### config.mk
export PLATFORM = sky130hd
export DESIGN_NAME = bpc_ctrl
export DESIGN_NICKNAME = d
export VERILOG_FILES = /design/src/design/bpc_pkg.sv /design/src/design/bpc_meas_seq.sv /design/src/design/bpc_ctrl.sv
export SDC_FILE = /design/constraint.sdc
export NUM_CORES = 1
export LEC_CHECK = 0
export BUFFER_PORTS_ARGS = -buffer_cell sky130_fd_sc_hd__clkbuf_2
export CORE_ASPECT_RATIO = 0.9
export CORE_MARGIN = 2
export CORE_UTILIZATION = 40
export CTS_BUF_LIST = sky130_fd_sc_hd__clkbuf_8
export CTS_CLUSTER_SIZE = 10
export DETAILED_ROUTE_END_ITERATION = 7
export PLACE_DENSITY = 0.68
export SLEW_MARGIN = 20
export SYNTH_ARGS = -nofsm -noshare
export SYNTH_HDL_FRONTEND = slang
export SYNTH_SLANG_ARGS = --single-unit
### constraint.sdc
create_clock -name clk -period 8.45 [get_ports clk]
set_input_delay 0.4225 -clock clk [delete_from_list [all_inputs] [get_ports clk]]
set_output_delay 0.4225 -clock clk [all_outputs]
set_load 0.005 [all_outputs]
### src/design/bpc_pkg.sv
// Constants, types and timing counts for the buck phase, clock and load-current measurement control.
// Assumes a 20 MHz system clock and 9-bit current codes from the phase current sensors.
package bpc_pkg;

	// System clock rate
	localparam int CLK_MHZ = 20;

	// Measurement sequence length, longest time rounded down
	localparam int MEAS_TIME_US = 50;
	localparam int MEAS_CYCLES = MEAS_TIME_US * CLK_MHZ;
	localparam logic [9:0] MEAS_LAST = 10'(MEAS_CYCLES - 1);
	localparam logic [9:0] MEAS_CNT_ZERO = 10'h000;

	// Current codes, 20 mA per count, 511 counts is 10.22 A
	localparam int RES_W = 9;
	localparam int LSB_MA = 20;
	localparam int PWM_ENTRY_MA = 600;
	localparam int PHASE_ADD_MA = 2400;
	localparam int PHASE_SHED_MA = 1800;
	localparam logic [8:0] PWM_CODE = 9'(PWM_ENTRY_MA / LSB_MA);
	localparam logic [9:0] PWM_SUM_CODE = 10'(PWM_ENTRY_MA / LSB_MA);
	localparam logic [9:0] ADD_CODE = 10'(PHASE_ADD_MA / LSB_MA);
	localparam logic [9:0] SHED_CODE = 10'(PHASE_SHED_MA / LSB_MA);
	localparam logic [9:0] RESULT_MAX = 10'h1ff;

	// Switching period and half-period offset of the second phase
	localparam int SW_FREQ_KHZ = 2000;
	localparam int SW_PERIOD = CLK_MHZ * 1000 / SW_FREQ_KHZ;
	localparam logic [3:0] SW_LAST = 4'(SW_PERIOD - 1);
	localparam logic [3:0] SW_HALF = 4'(SW_PERIOD / 2);
	localparam logic [3:0] SW_ZERO = 4'h0;

	// External clock nominal frequency, code 0 is 1 MHz, capped at 24 MHz
	localparam logic [4:0] EXT_BASE_MHZ = 5'h01;
	localparam logic [4:0] EXT_MAX_MHZ = 5'h18;
	localparam logic [4:0] EXT_MAX_CODE = 5'h17;
	localparam logic [19:0] TOL_LO_PCT = 20'h00046;
	localparam logic [19:0] TOL_HI_PCT = 20'h0006e;
	localparam logic [19:0] RATIO_LIMIT = 20'(CLK_MHZ * 100);
	localparam logic [7:0] PER_MAX = 8'hff;
	localparam logic [7:0] PER_START = 8'h01;
	localparam logic [1:0] LOCK_PERIODS = 2'h2;

	// Spread-spectrum frequency trim ramp
	localparam logic [4:0] SS_STEP_LAST = 5'h13;
	localparam logic [3:0] SS_CENTRE = 4'h8;
	localparam logic [3:0] SS_TOP = 4'hf;
	localparam logic [3:0] SS_BOTTOM = 4'h0;

	// Device operating state
	typedef enum logic [1:0]
	{
		PWR_INIT = 2'b00,
		PWR_STANDBY = 2'b01,
		PWR_ACTIVE = 2'b10
	} bpc_pwr_e;

endpackage : bpc_pkg

### src/design/bpc_meas_seq.sv
// Load-current measurement sequencer: timed window, result capture and done pulse.
// Assumes start is a one-cycle pulse on clk and current codes are synchronous to clk.
`timescale 1ns/1ns
module bpc_meas_seq
(
	input wire logic clk,
	input wire logic sys_rst,
	input wire logic clkEn,
	input wire logic start,
	input wire logic select,
	input wire logic dual,
	input wire logic [8:0] masterCurrent,
	input wire logic [8:0] slaveCurrent,
	output logic busy,
	output logic sel,
	output logic done,
	output logic [8:0] result
);

	typedef struct packed
	{
		logic busy;
		logic sel;
		logic done;
		logic [9:0] cnt;
		logic [8:0] result;
	} bpc_meas_s;

	bpc_meas_s st;
	bpc_meas_s next_st;
	logic [9:0] sum;
	logic [8:0] sumSat;

	// Total of both phases, saturated at the top code
	assign sum = {1'b0, masterCurrent} + {1'b0, slaveCurrent};
	assign sumSat = (sum > bpc_pkg::RESULT_MAX) ? bpc_pkg::RESULT_MAX[8:0] : sum[8:0];

	// Sequence control
	always_comb
	begin
		next_st = st;
		next_st.done = 1'b0;
		if (start)
		begin
			next_st.busy = 1'b1;
			next_st.sel = select;
			next_st.cnt = bpc_pkg::MEAS_CNT_ZERO;
		end
		else if (st.busy)
		begin
			if (st.cnt == bpc_pkg::MEAS_LAST)
			begin
				next_st.busy = 1'b0;
				next_st.done = 1'b1;
				if (dual)
					next_st.result = sumSat;
				else
					next_st.result = st.sel ? slaveCurrent : masterCurrent;
			end
			else
				next_st.cnt = st.cnt + 10'h001;
		end
	end

	// State register
	always_ff @(posedge clk)
	begin
		if (sys_rst)
			st <= '0;
		else if (clkEn)
			st <= next_st;
	end

	assign busy = st.busy;
	assign sel = st.sel;
	assign done = st.done;
	assign result = st.result;
endmodule : bpc_meas_seq

### src/design/bpc_ctrl.sv
// Buck pair digital control: phase count, PWM/PFM choice, measurement, spread spectrum, sync clock.
// Assumes control bits come from a register file on clk; syncClockInput is an asynchronous pin.
//
// Contract
// - Two phases run 180 degrees apart
// - Forced multiphase runs both phases, forced PWM
// - Unforced: second phase added or shed by load
// - Auto mode: PWM from about 600 mA, else PFM
// - Only dual-phase or two single-phase arrangements
// - Dual-phase ignores slave settings, listed exceptions kept
// - Select bit; any selection write starts measurement
// - Measurement forces PWM, ends within 50 us
// - Completion sets done flag, maskable
// - Nine-bit result split low byte, bit eight
// - One count is 20 mA, top 10.22 A
// - Dual-phase result is master plus slave
// - Spread spectrum enabled only with PLL off
// - Spread spectrum varies frequency around centre
// - Five-bit field picks 1 to 24 MHz
// - External clock valid within -30%/+10%
// - PLL on: auto switch, appear/disappear interrupt
// - Sync-clock interrupt has its own mask
// - Missing expected clock raises sync interrupt
// - After initialisation device enters standby
`timescale 1ns/1ns
module bpc_ctrl
(
	input wire logic clk,
	input wire logic sys_rst,
	input wire logic clkEn,
	input wire logic otpLoadDone,
	input wire logic buckEnable,
	input wire logic dualPhaseCfg,
	input wire logic forceMultiphaseBit,
	input wire logic masterFpwm,
	input wire logic slaveFpwm,
	input wire logic [8:0] masterCurrent,
	input wire logic [8:0] slaveCurrent,
	input wire logic [7:0] masterVoutReg,
	input wire logic [7:0] slaveBuckVoltageReg,
	input wire logic [7:0] masterDelayReg,
	input wire logic [7:0] slaveBuckDelayReg,
	input wire logic slaveDischargeEnable,
	input wire logic [2:0] slaveCurrentLimitField,
	input wire logic slaveCurrentLimitEvent,
	input wire logic slaveOtherIntEvent,
	input wire logic measSelectWrite,
	input wire logic measSelect,
	input wire logic measurementDoneMask,
	input wire logic syncClockMask,
	input wire logic measFlagClear,
	input wire logic syncFlagClear,
	input wire logic spreadSpectrumEnable,
	input wire logic pllEnable,
	input wire logic [4:0] externalClockFreqSelect,
	input wire logic syncClockInput,
	output logic inStandby,
	output logic inActive,
	output logic buck0Pwm,
	output logic buck1Pwm,
	output logic secondPhaseOn,
	output logic phaseTick0,
	output logic phaseTick1,
	output logic extClockValid,
	output logic extClockSelected,
	output logic spreadActive,
	output logic [3:0] spreadTrim,
	output logic measBusy,
	output logic measurementDoneFlag,
	output logic syncClockFlag,
	output logic irqOut,
	output logic [7:0] loadCurrentLow,
	output logic loadCurrentHigh,
	output logic [7:0] buck1VoutEff,
	output logic [7:0] buck1DelayEff,
	output logic slaveDischargeOut,
	output logic [2:0] slaveIlimOut,
	output logic slaveCurrentLimitFlag,
	output logic slaveOtherIntOut
);

	typedef struct packed
	{
		bpc_pkg::bpc_pwr_e pwr;
		logic buckEnPrev;
		logic syncA;
		logic syncB;
		logic syncPrev;
		logic [7:0] perCnt;
		logic [1:0] goodCnt;
		logic extValid;
		logic extSel;
		logic dualActive;
		logic pwm0;
		logic pwm1;
		logic [3:0] swCnt;
		logic tick0;
		logic tick1;
		logic ssOn;
		logic [4:0] ssCnt;
		logic ssUp;
		logic [3:0] ssTrim;
		logic measFlag;
		logic syncFlag;
		logic irq;
		logic [7:0] vout1;
		logic [7:0] delay1;
		logic rdis1;
		logic [2:0] slave_current_limit_field;
		logic ilimFlag1;
		logic otherInt1;
		logic [9:0] busyCnt;
	} bpc_ctrl_s;

	bpc_ctrl_s st;
	bpc_ctrl_s next_st;
	logic measBusyInt;
	logic measSel;
	logic measDone;
	logic [8:0] measResult;
	logic [9:0] totalCurrent;
	logic [4:0] nomMhz;
	logic [12:0] span;
	logic periodOk;
	logic syncRise;
	logic buckEnRise;
	logic buckEnFall;
	logic missingExt;
	logic syncEvent;
	logic [9:0] busyCount;

	bpc_meas_seq u_meas
	(
		.clk(clk),
		.sys_rst(sys_rst),
		.clkEn(clkEn),
		.start(measSelectWrite),
		.select(measSelect),
		.dual(dualPhaseCfg),
		.masterCurrent(masterCurrent),
		.slaveCurrent(slaveCurrent),
		.busy(measBusyInt),
		.sel(measSel),
		.done(measDone),
		.result(measResult)
	);

	// Phase total and nominal external frequency
	assign totalCurrent = {1'b0, masterCurrent} + {1'b0, slaveCurrent};
	assign nomMhz = (externalClockFreqSelect > bpc_pkg::EXT_MAX_CODE) ? bpc_pkg::EXT_MAX_MHZ
		: externalClockFreqSelect + bpc_pkg::EXT_BASE_MHZ;
	assign span = 13'(st.perCnt) * 13'(nomMhz);
	assign periodOk = (20'(span) * bpc_pkg::TOL_LO_PCT <= bpc_pkg::RATIO_LIMIT)
		&& (20'(span) * bpc_pkg::TOL_HI_PCT >= bpc_pkg::RATIO_LIMIT);
	assign syncRise = st.syncB && !st.syncPrev;
	assign buckEnRise = buckEnable && !st.buckEnPrev;
	assign buckEnFall = !buckEnable && st.buckEnPrev;

	// Next-state logic
	always_comb
	begin
		next_st = st;
		missingExt = 1'b0;
		syncEvent = 1'b0;
		next_st.buckEnPrev = buckEnable;

		case (st.pwr)
			bpc_pkg::PWR_INIT:
			begin
				if (otpLoadDone)
				begin
					next_st.pwr = bpc_pkg::PWR_STANDBY;
					missingExt = pllEnable && !st.extValid;
				end
			end
			bpc_pkg::PWR_STANDBY:
			begin
				if (buckEnRise)
				begin
					next_st.pwr = bpc_pkg::PWR_ACTIVE;
					missingExt = pllEnable && !st.extValid;
				end
			end
			bpc_pkg::PWR_ACTIVE:
			begin
				if (buckEnFall)
					next_st.pwr = bpc_pkg::PWR_STANDBY;
			end
			default:
				next_st.pwr = bpc_pkg::PWR_INIT;
		endcase

		// Two-flop synchroniser and period measurement
		next_st.syncA = syncClockInput;
		next_st.syncB = st.syncA;
		next_st.syncPrev = st.syncB;
		if (syncRise)
		begin
			next_st.perCnt = bpc_pkg::PER_START;
			if (periodOk)
			begin
				if (st.goodCnt != bpc_pkg::LOCK_PERIODS)
					next_st.goodCnt = st.goodCnt + 2'h1;
				else
					next_st.extValid = 1'b1;
			end
			else
			begin
				next_st.goodCnt = 2'h0;
				next_st.extValid = 1'b0;
			end
		end
		else if (st.perCnt != bpc_pkg::PER_MAX)
			next_st.perCnt = st.perCnt + 8'h01;
		else
		begin
			next_st.goodCnt = 2'h0;
			next_st.extValid = 1'b0;
		end

		next_st.extSel = pllEnable && next_st.extValid && (st.pwr != bpc_pkg::PWR_INIT);
		syncEvent = pllEnable && (st.pwr != bpc_pkg::PWR_INIT) && (next_st.extValid != st.extValid);

		// automatic phase add and shed with hysteresis
		if (!dualPhaseCfg)
			next_st.dualActive = 1'b0;
		else if (forceMultiphaseBit || (measBusyInt && !measSelectWrite))
			next_st.dualActive = 1'b1;
		else if (totalCurrent >= bpc_pkg::ADD_CODE)
			next_st.dualActive = 1'b1;
		else if (totalCurrent < bpc_pkg::SHED_CODE)
			next_st.dualActive = 1'b0;

		// arrangement selects master-led or independent modes
		if (dualPhaseCfg)
		begin
			// auto PWM/PFM on total load; forced during measurement
			next_st.pwm0 = forceMultiphaseBit || masterFpwm || measBusyInt
				|| (totalCurrent >= bpc_pkg::PWM_SUM_CODE);
			// slave follows master, its own mode bit ignored
			next_st.pwm1 = next_st.pwm0;
		end
		else
		begin
			next_st.pwm0 = masterFpwm || (measBusyInt && !measSel) || (masterCurrent >= bpc_pkg::PWM_CODE);
			next_st.pwm1 = slaveFpwm || (measBusyInt && measSel) || (slaveCurrent >= bpc_pkg::PWM_CODE);
		end

		// second phase fires half a period after the first
		if (st.swCnt == bpc_pkg::SW_LAST)
			next_st.swCnt = bpc_pkg::SW_ZERO;
		else
			next_st.swCnt = st.swCnt + 4'h1;
		next_st.tick0 = next_st.swCnt == bpc_pkg::SW_ZERO;
		next_st.tick1 = st.dualActive && (next_st.swCnt == bpc_pkg::SW_HALF); // Settled phase count only

		// spread spectrum only on internal oscillator
		next_st.ssOn = spreadSpectrumEnable && !pllEnable;
		if (!next_st.ssOn)
		begin
			next_st.ssCnt = 5'h00;
			next_st.ssUp = 1'b1;
			next_st.ssTrim = bpc_pkg::SS_CENTRE;
		end
		else if (st.ssCnt == bpc_pkg::SS_STEP_LAST)
		begin
			next_st.ssCnt = 5'h00;
			if (st.ssUp && st.ssTrim == bpc_pkg::SS_TOP)
			begin
				next_st.ssUp = 1'b0;
				next_st.ssTrim = st.ssTrim - 4'h1;
			end
			else if (!st.ssUp && st.ssTrim == bpc_pkg::SS_BOTTOM)
			begin
				next_st.ssUp = 1'b1;
				next_st.ssTrim = st.ssTrim + 4'h1;
			end
			else
				next_st.ssTrim = st.ssUp ? st.ssTrim + 4'h1 : st.ssTrim - 4'h1;
		end
		else
			next_st.ssCnt = st.ssCnt + 5'h01;

		// done flag, set wins over clear
		if (measDone)
			next_st.measFlag = 1'b1;
		else if (measFlagClear)
			next_st.measFlag = 1'b0;
		if (syncEvent || missingExt)
			next_st.syncFlag = 1'b1;
		else if (syncFlagClear)
			next_st.syncFlag = 1'b0;
		next_st.irq = (st.measFlag && !measurementDoneMask) || (st.syncFlag && !syncClockMask);

		// slave register takeover in dual-phase, exceptions pass through
		next_st.vout1 = dualPhaseCfg ? masterVoutReg : slaveBuckVoltageReg;
		next_st.delay1 = dualPhaseCfg ? masterDelayReg : slaveBuckDelayReg;
		next_st.rdis1 = slaveDischargeEnable;
		next_st.slave_current_limit_field = slaveCurrentLimitField;
		next_st.ilimFlag1 = slaveCurrentLimitEvent;
		next_st.otherInt1 = slaveOtherIntEvent && !dualPhaseCfg;

		// busy length count for the window check
		if (measSelectWrite || !measBusyInt)
			next_st.busyCnt = 10'h000;
		else
			next_st.busyCnt = st.busyCnt + 10'h001;
	end

	// State register with clock enable
	always_ff @(posedge clk)
	begin
		if (sys_rst)
		begin
			st <= '0;
			st.pwr <= bpc_pkg::PWR_INIT;
			st.ssUp <= 1'b1;
			st.ssTrim <= bpc_pkg::SS_CENTRE;
		end
		else if (clkEn)
			st <= next_st;
	end

	// Measurement window watch for checking
	assign busyCount = st.busyCnt;

	// Outputs
	assign inStandby = st.pwr == bpc_pkg::PWR_STANDBY;
	assign inActive = st.pwr == bpc_pkg::PWR_ACTIVE;
	assign buck0Pwm = st.pwm0;
	assign buck1Pwm = st.pwm1;
	assign secondPhaseOn = st.dualActive;
	assign phaseTick0 = st.tick0;
	assign phaseTick1 = st.tick1;
	assign extClockValid = st.extValid;
	assign extClockSelected = st.extSel;
	assign spreadActive = st.ssOn;
	assign spreadTrim = st.ssTrim;
	assign measBusy = measBusyInt;
	assign measurementDoneFlag = st.measFlag;
	assign syncClockFlag = st.syncFlag;
	assign irqOut = st.irq;
	// result split, 20 mA per count
	assign loadCurrentLow = measResult[7:0];
	assign loadCurrentHigh = measResult[8];
	assign buck1VoutEff = st.vout1;
	assign buck1DelayEff = st.delay1;
	assign slaveDischargeOut = st.rdis1;
	assign slaveIlimOut = st.slave_current_limit_field;
	assign slaveCurrentLimitFlag = st.ilimFlag1;
	assign slaveOtherIntOut = st.otherInt1;
endmodule : bpc_ctrl

==> summary.txt, run 1 <==
Outcome
  – Outcome: finished clean

STA
  – Relative slew slack: 0.400
  – Final setup violation count: 0
  – Final hold vios: 0
  – Unrepaired setup endpoints after global routing: false
  – Worst Max-Slew Pin Slew: 0.900 ns
  – Minimum clock period: 8.03 ns
  – Min Hold Slack: between 0.2 and 0.3 ns
  – Clock skew: roughly 0.0097 ns
  – Tcrit/Tclk final: 0.950
  – Fmax: around 120 MHz
  – Slew Limit Fails: 0
  – Setup ws final: approximately 0.42 ns

Placement
  – Placer Congestion: between 0.8 and 0.9
  – Port buffer count: 127
  – Dpl ws: -0.150 ns
  – DP Cell Count: approximately 1400
  – DP HPWL: roughly 16000 µm

Critical path
  – Crit start category: primary input
  – R2R cell count: 27
  – R2R Path End: syncClockFlag$_SDFFE_PP0P_
  – Critical path type: in2reg
  – Critical path's slowest cell: or4_4
  – Max FO, Critical Path: 6
  – Worst path max stage delay: ~0.59 ns
  – Worst Path Required: between 8 and 9 ns
  – Reg2Reg Launch Point: st[59]$_SDFFE_PP0P_
  – Critical Path AT: approximately 8.3 ns
  – Worst path most repeated cell: fa_1
  – R2R Setup Slk: around 0.55 ns
  – Crit path capture type: flop

Logic synthesis
  – Mapped cell area: ~0.009 mm²
  – Predominant post-synthesis flop cell: dfxtp_1
  – Post-Syn Nets: 1285
  – Instance count of the mapped netlist: about 1000
  – Fraction of registers with async set/reset: 0
  – Sequential fraction of the synthesis area: 0.193
  – Synth Register Bits: between 80 and 90
  – Unique masters post-synth: 67
  – Syn. warnings: 0
  – Count of flip-flops with a built-in enable after synthesis: 0
  – Syn avg cell area: 8.45 µm²

Final layout
  – Register area: between 0.0015 and 0.002 mm²
  – Non-filler cells, final: about 1500
  – Synth-to-layout area growth: 13.8%
  – Fin util: 0.464
  – # fillers: approximately 2100
  – ANT cells: 0
  – Multi-input gate area: between 0.006 and 0.007 mm²
  – Most frequent cells in the layout: clkbuf_2 (127), inv_1 (122), ha_1 (103)
  – Share of layout cells above drive strength 1: 0.188
  – Commonest non-fill, non-tap cell in the layout: clkbuf_2
  – Final #Nets: about 1400

Floorplanning
  – Die H: 145 µm
  – # rows: 51
  – I/O pins: 128
  – Area of the core: about 0.022 mm²
  – Die X-Extent: roughly 160 µm
  – Initial core utilization: 0.407
  – Die Area: between 0.02 and 0.025 mm²

Clock tree
  – Hold buffer count at CTS: 0
  – Skew-Pair Late Insertion Delay: between 0.3 and 0.4 ns
  – Number of buffers created by CTS: 9
  – H-tree depth: 3
  – Clock root cell: clkbuf_8
  – Sink Count: 85
  – Reg clk slew, reported paths: ~0.090 ns
  – Longest Clk Path Bufs: 2
  – CTS tree: yes

Global routing
  – Total Routing Usage GR: 0.172
  – Vias in the first global route: ~7000
  – Largest net degree at the start of global routing: 76
  – Remaining global-route overflow: 0
  – First-pass GRT wire length: 33600 µm
  – Initial antenna violation count: 0

Detailed routing
  – Pre-antenna DRT Iters: 5
  – Drt wl/cell: about 14 µm
  – WL final: between 20000 and 25000 µm
  – Via Count: ~7500
  – DR DRC count: 0
  – Vias per std cell: roughly 5
  – Initial DRC count: 319
  – Antenna Nets Post-Route: 0

Power and ir drop
  – VDD IR max: roughly 82 µV
  – Lkg Pwr: 0.00504 µW
  – PD cells: 105 mW/mm²

Min path
  – Hold path start: slaveDischargeEnable
  – Min-Delay Endpoint: slaveDischargeOut$_SDFFE_PP0P_
  – Hold WC Path Type: in2reg
  – WHS Path Cells: 3

Run
  – Max Cap Violations: 0
worst max-delay path by stage:
stage	startpoint	to	slack [ns]	cells after the start
6_report	externalClockFreqSelect[0]	syncClockFlag$_SDFFE_PP0P_	0.42	31
5_1_grt	externalClockFreqSelect[0]	syncClockFlag$_SDFFE_PP0P_	0.02	32
4_1_cts	externalClockFreqSelect[0]	syncClockFlag$_SDFFE_PP0P_	0.20	32
3_5_place_dp	externalClockFreqSelect[0]	syncClockFlag$_SDFFE_PP0P_	-0.15	32
3_3_place_gp	externalClockFreqSelect[0]	syncClockFlag$_SDFFE_PP0P_	-0.1	31
2_1_floorplan	externalClockFreqSelect[0]	syncClockFlag$_SDFFE_PP0P_	0.08	33
report_power, final:
part / switching [µW] / internal [µW] / leakage (µW)
Combinational: 179 / 133 / 0.00423
Sequential: 12.0 / 413 / 0.000693
Clock: 161 / 150 / 0.000109
state kept, by name (all words and copies together), names as in the netlist, 2 cells and up:
| name | count |
|---|---|
| buck1DelayEff | 8 |
| buck1VoutEff | 8 |
| next_st | 2 |
| slaveIlimOut | 3 |
| spreadTrim | 4 |
| st | 24 |
| u_meas.result | 9 |
| u_meas.st | 10 |
metrics by stage:
step / total power, µW / setup TNS, ns / cell area, µm²
6_report: 1050 / 0 / 10000
5_1_grt: 1120 / 0 / 10000
4_1_cts: 1050 / 0 / 9940
3_5_place_dp: 739 / -0.269 / 9730
3_3_place_gp: 735 / -0.143 / 9730
2_1_floorplan: 653 / 0 / 8810
cell families after synthesis:
kind of cell | after synthesis | synth area share
XOR/XNOR | 46 | 0.0457
AO/OA/AOI/OAI | 209 | 0.164
adder cells (fa/ha/maj) | 163 | 0.282
buffers and inverters | 185 | 0.0923
flip-flops | 85 | 0.193
AND/OR/NAND/NOR | 316 | 0.177
multiplexers | 39 | 0.0457
worst max-delay path: cells and delay by family:
kind	cells	cell delay (ns)
adders and majority gates	9	3.84
xor gates and xnor gates	3	0.46
buffers and inverters	5	0.46
and+or+nand+nor	5	1.42
AOI/OAI and AO/OA	9	1.70
what timing repair did:
action                                  4_1_cts  5_1_grt
endpoints found under the setup margin        0        5
buffers inserted                              0        2
gates resized for setup                       0       13
Yosys cell counts (all sizes together), types with 3 or more instances:
library cell / n / share of area
o2111ai: 3 / 0.0030
or2: 3 / 0.0021
nor3b: 6 / 0.0051
nand3: 22 / 0.012
and2: 18 / 0.013
a311oi: 3 / 0.0030
xor2: 27 / 0.027
nor3: 18 / 0.010
o211ai: 5 / 0.0048
clkbuf: 13 / 0.0055
nand3b: 4 / 0.0034
and3: 16 / 0.011
xnor2: 19 / 0.019
o21a: 8 / 0.0068
o21ai: 32 / 0.018
nand4b: 3 / 0.0030
nand4: 20 / 0.014
a2111oi: 4 / 0.0075
a211o: 3 / 0.0030
a221oi: 4 / 0.0047
mux2i: 29 / 0.033
nand2b: 11 / 0.0078
a41oi: 4 / 0.0040
nor2: 84 / 0.036
nor2b: 11 / 0.0078
dfxtp: 85 / 0.19
buf: 48 / 0.034
o21bai: 4 / 0.0034
or3: 6 / 0.0048
inv: 122 / 0.052
fa: 59 / 0.13
a211oi: 26 / 0.023
o221ai: 9 / 0.0089
a21o: 18 / 0.015
nor4: 9 / 0.0064
ha: 104 / 0.15
nand2: 79 / 0.034
a21oi: 65 / 0.037
mux2: 10 / 0.013
a31oi: 7 / 0.0067
metal layers:
layer  track usage  wire [µm]
met1         0.238       9510
met3        0.0259        766
met2         0.291       9550
met5             0          0
met4        0.0270        189
final cells by class:
class	count	area share
repair buffers	164	0.0911
inverters	124	0.0464
well taps	291	0.0363
multi-input cells	773	0.635
clock inverters	6	0.00761
clock buffers	10	0.0137
flip-flops and latches	85	0.170
(Power assumes the default switching activity.)
==> inputs of run 2 (changes only) <==
Settings changed: CORE_UTILIZATION 40 to 55, PLACE_DENSITY 0.68 to 0.86.
==> summary.txt, run 2 (synthesized netlist as in run 1, its figures left out) <==
Floorplanning
  – Die H: 124 µm (was 145 µm)
  – Die Area: 0.0170 mm² (was 0.0232 mm²)
  – Die X-Extent: 137 µm (was 160 µm)
  – Area of the core: 0.0155 mm² (was 0.0216 mm²)
  – Initial core utilization: 0.567 (was 0.407)
  – # rows: 43 (was 51)
  – I/O pins: 128 (unchanged)

Placement
  – DP HPWL: 15800 µm (was 16100 µm)
  – Port buffer count: 127 (unchanged)
  – Placer Congestion: 0.918 (was 0.832)
  – Dpl ws: -0.349 ns (was -0.150 ns)

STA
  – Slew Limit Fails: 0 (unchanged)
  – Fmax: 123 MHz (was 125 MHz)
  – Minimum clock period: 8.14 ns (was 8.03 ns)
  – Setup ws final: 0.307 ns (was 0.420 ns)
  – Final hold vios: 0 (unchanged)
  – Min Hold Slack: 0.302 ns (was 0.299 ns)
  – Worst Max-Slew Pin Slew: 0.748 ns (was 0.900 ns)
  – Tcrit/Tclk final: 0.964 (was 0.950)
  – Final setup violation count: 0 (unchanged)
  – Relative slew slack: 0.501 (was 0.400)
  – Clock skew: 0.00517 ns (was 0.00968 ns)

Final layout
  – Fin util: 0.642 (was 0.464)
  – Commonest non-fill, non-tap cell in the layout: clkbuf_2 (unchanged)
  – # fillers: 1232 (was 2117)
  – Max reg flops: 24 (unchanged)
  – Share of layout cells above drive strength 1: 0.192 (was 0.188)
  – Multi-input gate area: 0.00640 mm² (was 0.00637 mm²)
  – ANT cells: 0 (unchanged)
  – Synth-to-layout area growth: 13.3% (was 13.8%)
  – Final #Nets: 1402 (was 1399)
  – Register area: 0.00170 mm² (unchanged)
  – Most frequent cells in the layout: clkbuf_2 (127), inv_1 (124), ha_1 (102) (was clkbuf_2 (127), inv_1 (122), ha_1 (103))
  – Top reg by flops: st (unchanged)

Clock tree
  – Sink Count: 85 (unchanged)
  – H-tree depth: 3 (unchanged)
  – Clock root cell: clkbuf_8 (unchanged)
  – Longest Clk Path Bufs: 2 (unchanged)
  – Hold buffer count at CTS: 0 (unchanged)
  – CTS tree: yes (unchanged)
  – Number of buffers created by CTS: 9 (unchanged)
  – Skew-Pair Late Insertion Delay: 0.36 ns (was 0.37 ns)
  – Reg clk slew, reported paths: 0.08 ns (was 0.09 ns)

Global routing
  – Largest net degree at the start of global routing: 72 (was 76)
  – Initial antenna violation count: 0 (unchanged)
  – Remaining global-route overflow: 0 (unchanged)
  – First-pass GRT wire length: 33900 µm (was 33600 µm)
  – Total Routing Usage GR: 0.241 (was 0.172)
  – Vias in the first global route: 7594 (was 7130)

Detailed routing
  – WL final: 20500 µm (was 20000 µm)
  – Pre-antenna DRT Iters: 5 (unchanged)
  – Initial DRC count: 581 (was 319)
  – Antenna Nets Post-Route: 0 (unchanged)
  – DR DRC count: 0 (unchanged)
  – Vias per std cell: 5.77 (was 5.15)
  – Via Count: 7893 (was 7481)
  – Drt wl/cell: 15.0 µm (was 13.8 µm)

Min path
  – Hold path start: syncClockInput (was slaveDischargeEnable)
  – Hold WC Path Type: in2reg (unchanged)

Critical path
  – Worst path max stage delay: 0.59 ns (about the same)
  – Crit path launch: externalClockFreqSelect[0] (unchanged)
  – Worst path most repeated cell: fa_1 (unchanged)
  – Critical path's slowest cell: or4_4 (unchanged)
  – Max FO, Critical Path: 5 (was 6)
  – Critical Path AT: 8.44 ns (was 8.32 ns)
  – Critical path type: in2reg (unchanged)
  – Reg2Reg Launch Point: st[60]$_SDFFE_PP0P_ (was st[59]$_SDFFE_PP0P_)
  – Worst Path Required: 8.74 ns (about the same)
  – Crit start category: primary input (unchanged)
  – R2R Setup Slk: 0.43 ns (was 0.55 ns)
  – Crit path capture type: flop (unchanged)

Power and ir drop
  – Lkg Pwr: 0.00506 µW (was 0.00504 µW)
  – VDD IR max: 104 µV (was 82.5 µV)
  – PD cells: 107 mW/mm² (was 105 mW/mm²)

Run
  – Max Cap Violations: 0 (unchanged)

Outcome
  – Outcome: finished clean (unchanged)
## run 2: changes by cell type in the layout (fill, tap and decap cells not counted), sizes merged
cell	delta
buf	+3
bufinv	+1
clkbuf	+1
clkinv	-2
clkinvlp	+1
inv	-1
## run 2: stage by stage
stage	total power [µW]	std cells	TNS (ns)	area, µm²
final	1060	1367	0	9980
after floorplan	653	1043	0	8810
after detailed placement	741	1350	-1.46	9650
after global placement	730	1350	-0.658	9650
after global routing	1130	1367	-0.138	9980
after CTS	1060	1366	0	9880
## run 2: worst max-delay path, delay by kind of cell
kind,cells,cell delay (ns)
buffers and inverters,6,0.43
AO/OA/AOI/OAI,9,1.83
AND/OR/NAND/NOR,7,1.63
XOR/XNOR,2,0.23
adder cells (fa/ha/maj),9,3.89
## run 2: layout make-up
| type | instances | area share |
|---|---|---|
| Tap cell | 202 | 0.0253 |
| Timing Repair Buffer | 167 | 0.0938 |
| Multi-Input combinational cell | 773 | 0.641 |
| Inverter | 124 | 0.0466 |
| Clock buffer | 11 | 0.0152 |
| Sequential cell | 85 | 0.171 |
| Clock inverter | 5 | 0.00752 |
## run 2: per-layer routing
metal / GRT usage / wire, µm / up-vias
met3: 0.0529 / 1180 / 43
met4: 0.0689 / 364 / 0
met1: 0.315 / 9020 / 3762
met5: 0 / 0 / -
met2: 0.402 / 9900 / 257
li1: - / - / 3831
## run 2: final timing paths
kind / endpoint / depth (start not counted)
min: next_st[68]$_SDFFE_PP0P_ / 3
max: syncClockFlag$_SDFFE_PP0P_ / 33
max reg2reg: syncClockFlag$_SDFFE_PP0P_ / 28
min reg2reg: u_meas.result[8]$_SDFFE_PP0P_ / 2
## run 2: where the power goes
part / switching [µW] / internal (µW) / total, µW
combinational: 183 / 135 / 318
sequential: 11.5 / 413 / 425
clock: 142 / 181 / 322
## run 2: repair_timing
item	4_1_cts	5_1_grt
endpoints found under the setup margin	1	5
pin swaps	0	1
setup buffers	0	1
resized for setup	1	18
==> inputs of run 3 (changes only) <==
Settings changed: RECOVER_POWER from default to 50.
==> summary.txt, run 3 (synthesized netlist as in run 1, its figures left out) <==
Power and ir drop
  – Lkg Pwr: 0.00495 µW (was 0.00506 µW)
  – Total design power: 1060 µW (about the same)
  – PD cells: 107 mW/mm² (about the same)
  – VDD IR max: 105 µV (was 104 µV)

Floorplanning
  – Die H: 124 µm (unchanged)
  – # rows: 43 (unchanged)
  – Initial core utilization: 0.567 (unchanged)
  – Die Area: 0.0170 mm² (unchanged)
  – Die X-Extent: 137 µm (unchanged)
  – Area of the core: 0.0155 mm² (unchanged)
  – I/O pins: 128 (unchanged)

Global routing
  – Vias in the first global route: 7594 (unchanged)
  – Total Routing Usage GR: 0.241 (unchanged)
  – Largest net degree at the start of global routing: 72 (unchanged)
  – Remaining global-route overflow: 0 (unchanged)
  – Initial antenna violation count: 0 (unchanged)
  – First-pass GRT wire length: 33900 µm (unchanged)

Final layout
  – Multi-input gate area: 0.00640 mm² (unchanged)
  – Non-filler cells, final: 1367 (unchanged)
  – Final #Nets: 1402 (unchanged)
  – Most frequent cells in the layout: inv_1 (124), ha_1 (102), clkbuf_2 (93) (was clkbuf_2 (127), inv_1 (124), ha_1 (102))
  – Share of layout cells above drive strength 1: 0.162 (was 0.192)
  – Fin area: 0.00993 mm² (was 0.00998 mm²)
  – Top reg by flops: st (unchanged)
  – Synth-to-layout area growth: 12.8% (was 13.3%)
  – Max reg flops: 24 (unchanged)
  – # fillers: 1255 (was 1232)
  – ANT cells: 0 (unchanged)
  – Register area: 0.00170 mm² (unchanged)
  – Commonest non-fill, non-tap cell in the layout: inv_1 (was clkbuf_2)

Clock tree
  – CTS tree: yes (unchanged)
  – Longest Clk Path Bufs: 2 (unchanged)
  – Skew-Pair Late Insertion Delay: 0.36 ns (about the same)
  – H-tree depth: 3 (unchanged)
  – Sink Count: 85 (unchanged)
  – Hold buffer count at CTS: 0 (unchanged)
  – Number of buffers created by CTS: 9 (unchanged)
  – Reg clk slew, reported paths: 0.08 ns (about the same)
  – Clock root cell: clkbuf_8 (unchanged)

Placement
  – DP Cell Count: 1350 (unchanged)
  – DP Area: 0.00965 mm² (unchanged)
  – Placer Congestion: 0.918 (unchanged)
  – DP HPWL: 15800 µm (unchanged)
  – Dpl ws: -0.349 ns (unchanged)
  – Port buffer count: 127 (unchanged)

Critical path
  – Crit path capture type: flop (unchanged)
  – Max FO, Critical Path: 5 (unchanged)
  – Worst path most repeated cell: fa_1 (unchanged)
  – Critical Path AT: 8.44 ns (about the same)
  – Critical path type: in2reg (unchanged)
  – Crit start category: primary input (unchanged)
  – Critical path's slowest cell: or4_4 (unchanged)
  – Worst Path Required: 8.74 ns (about the same)
  – Worst path max stage delay: 0.59 ns (about the same)

STA
  – Slew Limit Fails: 72 (was 0)
  – Worst Max-Slew Pin Slew: 3.13 ns (was 0.748 ns)
  – Final hold vios: 0 (unchanged)
  – Setup ws final: 0.303 ns (was 0.307 ns)
  – Tcrit/Tclk final: 0.964 (about the same)
  – Minimum clock period: 8.15 ns (was 8.14 ns)
  – Clock skew: 0.00478 ns (was 0.00517 ns)
  – Relative slew slack: -1.09 (was 0.501)
  – Post-route setup TNS: 0 ns (unchanged)
  – Fmax: 123 MHz (about the same)
  – Final setup violation count: 0 (unchanged)

Detailed routing
  – Antenna Nets Post-Route: 0 (unchanged)
  – Drt wl/cell: 14.9 µm (was 15.0 µm)
  – Initial DRC count: 539 (was 581)
  – Pre-antenna DRT Iters: 6 (was 5)
  – Via Count: 7878 (was 7893)
  – DR DRC count: 0 (unchanged)
  – WL final: 20400 µm (was 20500 µm)
  – Vias per std cell: 5.76 (was 5.77)

Outcome
  – Violated checks: capacitance limit, slew limit
  – Outcome: complete, but fails checks (was finished clean)

Run
  – Max Cap Violations: 1 (was 0)

Min path
  – Hold WC Path Type: in2reg (unchanged)
## run 3: layout make-up
cell class | instances | share of cell area
Inverter | 124 | 0.0469
Clock inverter | 5 | 0.00756
Sequential cell | 85 | 0.171
Multi-Input combinational cell | 773 | 0.644
Timing Repair Buffer | 167 | 0.0896
Clock buffer | 11 | 0.0152
Tap cell | 202 | 0.0254
## run 3: power by group
part / total (µW) / switching (µW) / internal [µW]
Combinational: 317 / 183 / 134
Clock: 322 / 142 / 181
Sequential: 425 / 11.3 / 413
Total: 1060 / 336 / 728
## run 3: final timing paths
kind	start	to	slack, ns	cells past startpoint
setup / recovery	externalClockFreqSelect[0]	syncClockFlag$_SDFFE_PP0P_	0.30	33
hold / removal	syncClockInput	next_st[68]$_SDFFE_PP0P_	0.30	3
setup reg to reg	st[60]$_SDFFE_PP0P_	syncClockFlag$_SDFFE_PP0P_	0.43	28
hold reg to reg	u_meas.result[8]$_SDFFE_PP0P_	u_meas.result[8]$_SDFFE_PP0P_	0.46	2
## run 3: worst max-delay path, delay by kind of cell
kind	cells	cell delay [ns]
AO/OA/AOI/OAI	9	1.83
adder cells (fa/ha/maj)	9	3.89
AND/OR/NAND/NOR	7	1.63
XOR/XNOR	2	0.23
buffers and inverters	6	0.43
## run 3: routing by layer
layer	global-route usage	share of wire	vias up
li1	-	-	3831
met1	0.315	0.44	3751
met2	0.402	0.48	256
met3	0.0529	0.058	40
met4	0.0689	0.019	0
met5	0	0	-
## run 3: what timing repair did
item	in CTS	in global routing
cloned	0	0
gates resized for setup	1	18
hold endpoints to repair	0	0
setup endpoints to repair	1	5
setup buffers	0	1
pin swaps	0	1
## run 3: stage by stage
| step | hold slack [ns] | utilization |
|---|---|---|
| detailed placement | 0.451 | 0.620 |
| global placement | 0.444 | 0.620 |
| CTS | 0.298 | 0.635 |
| finish | 0.304 | 0.639 |
| global route | 0.290 | 0.639 |
| floorplan | 0.437 | - |
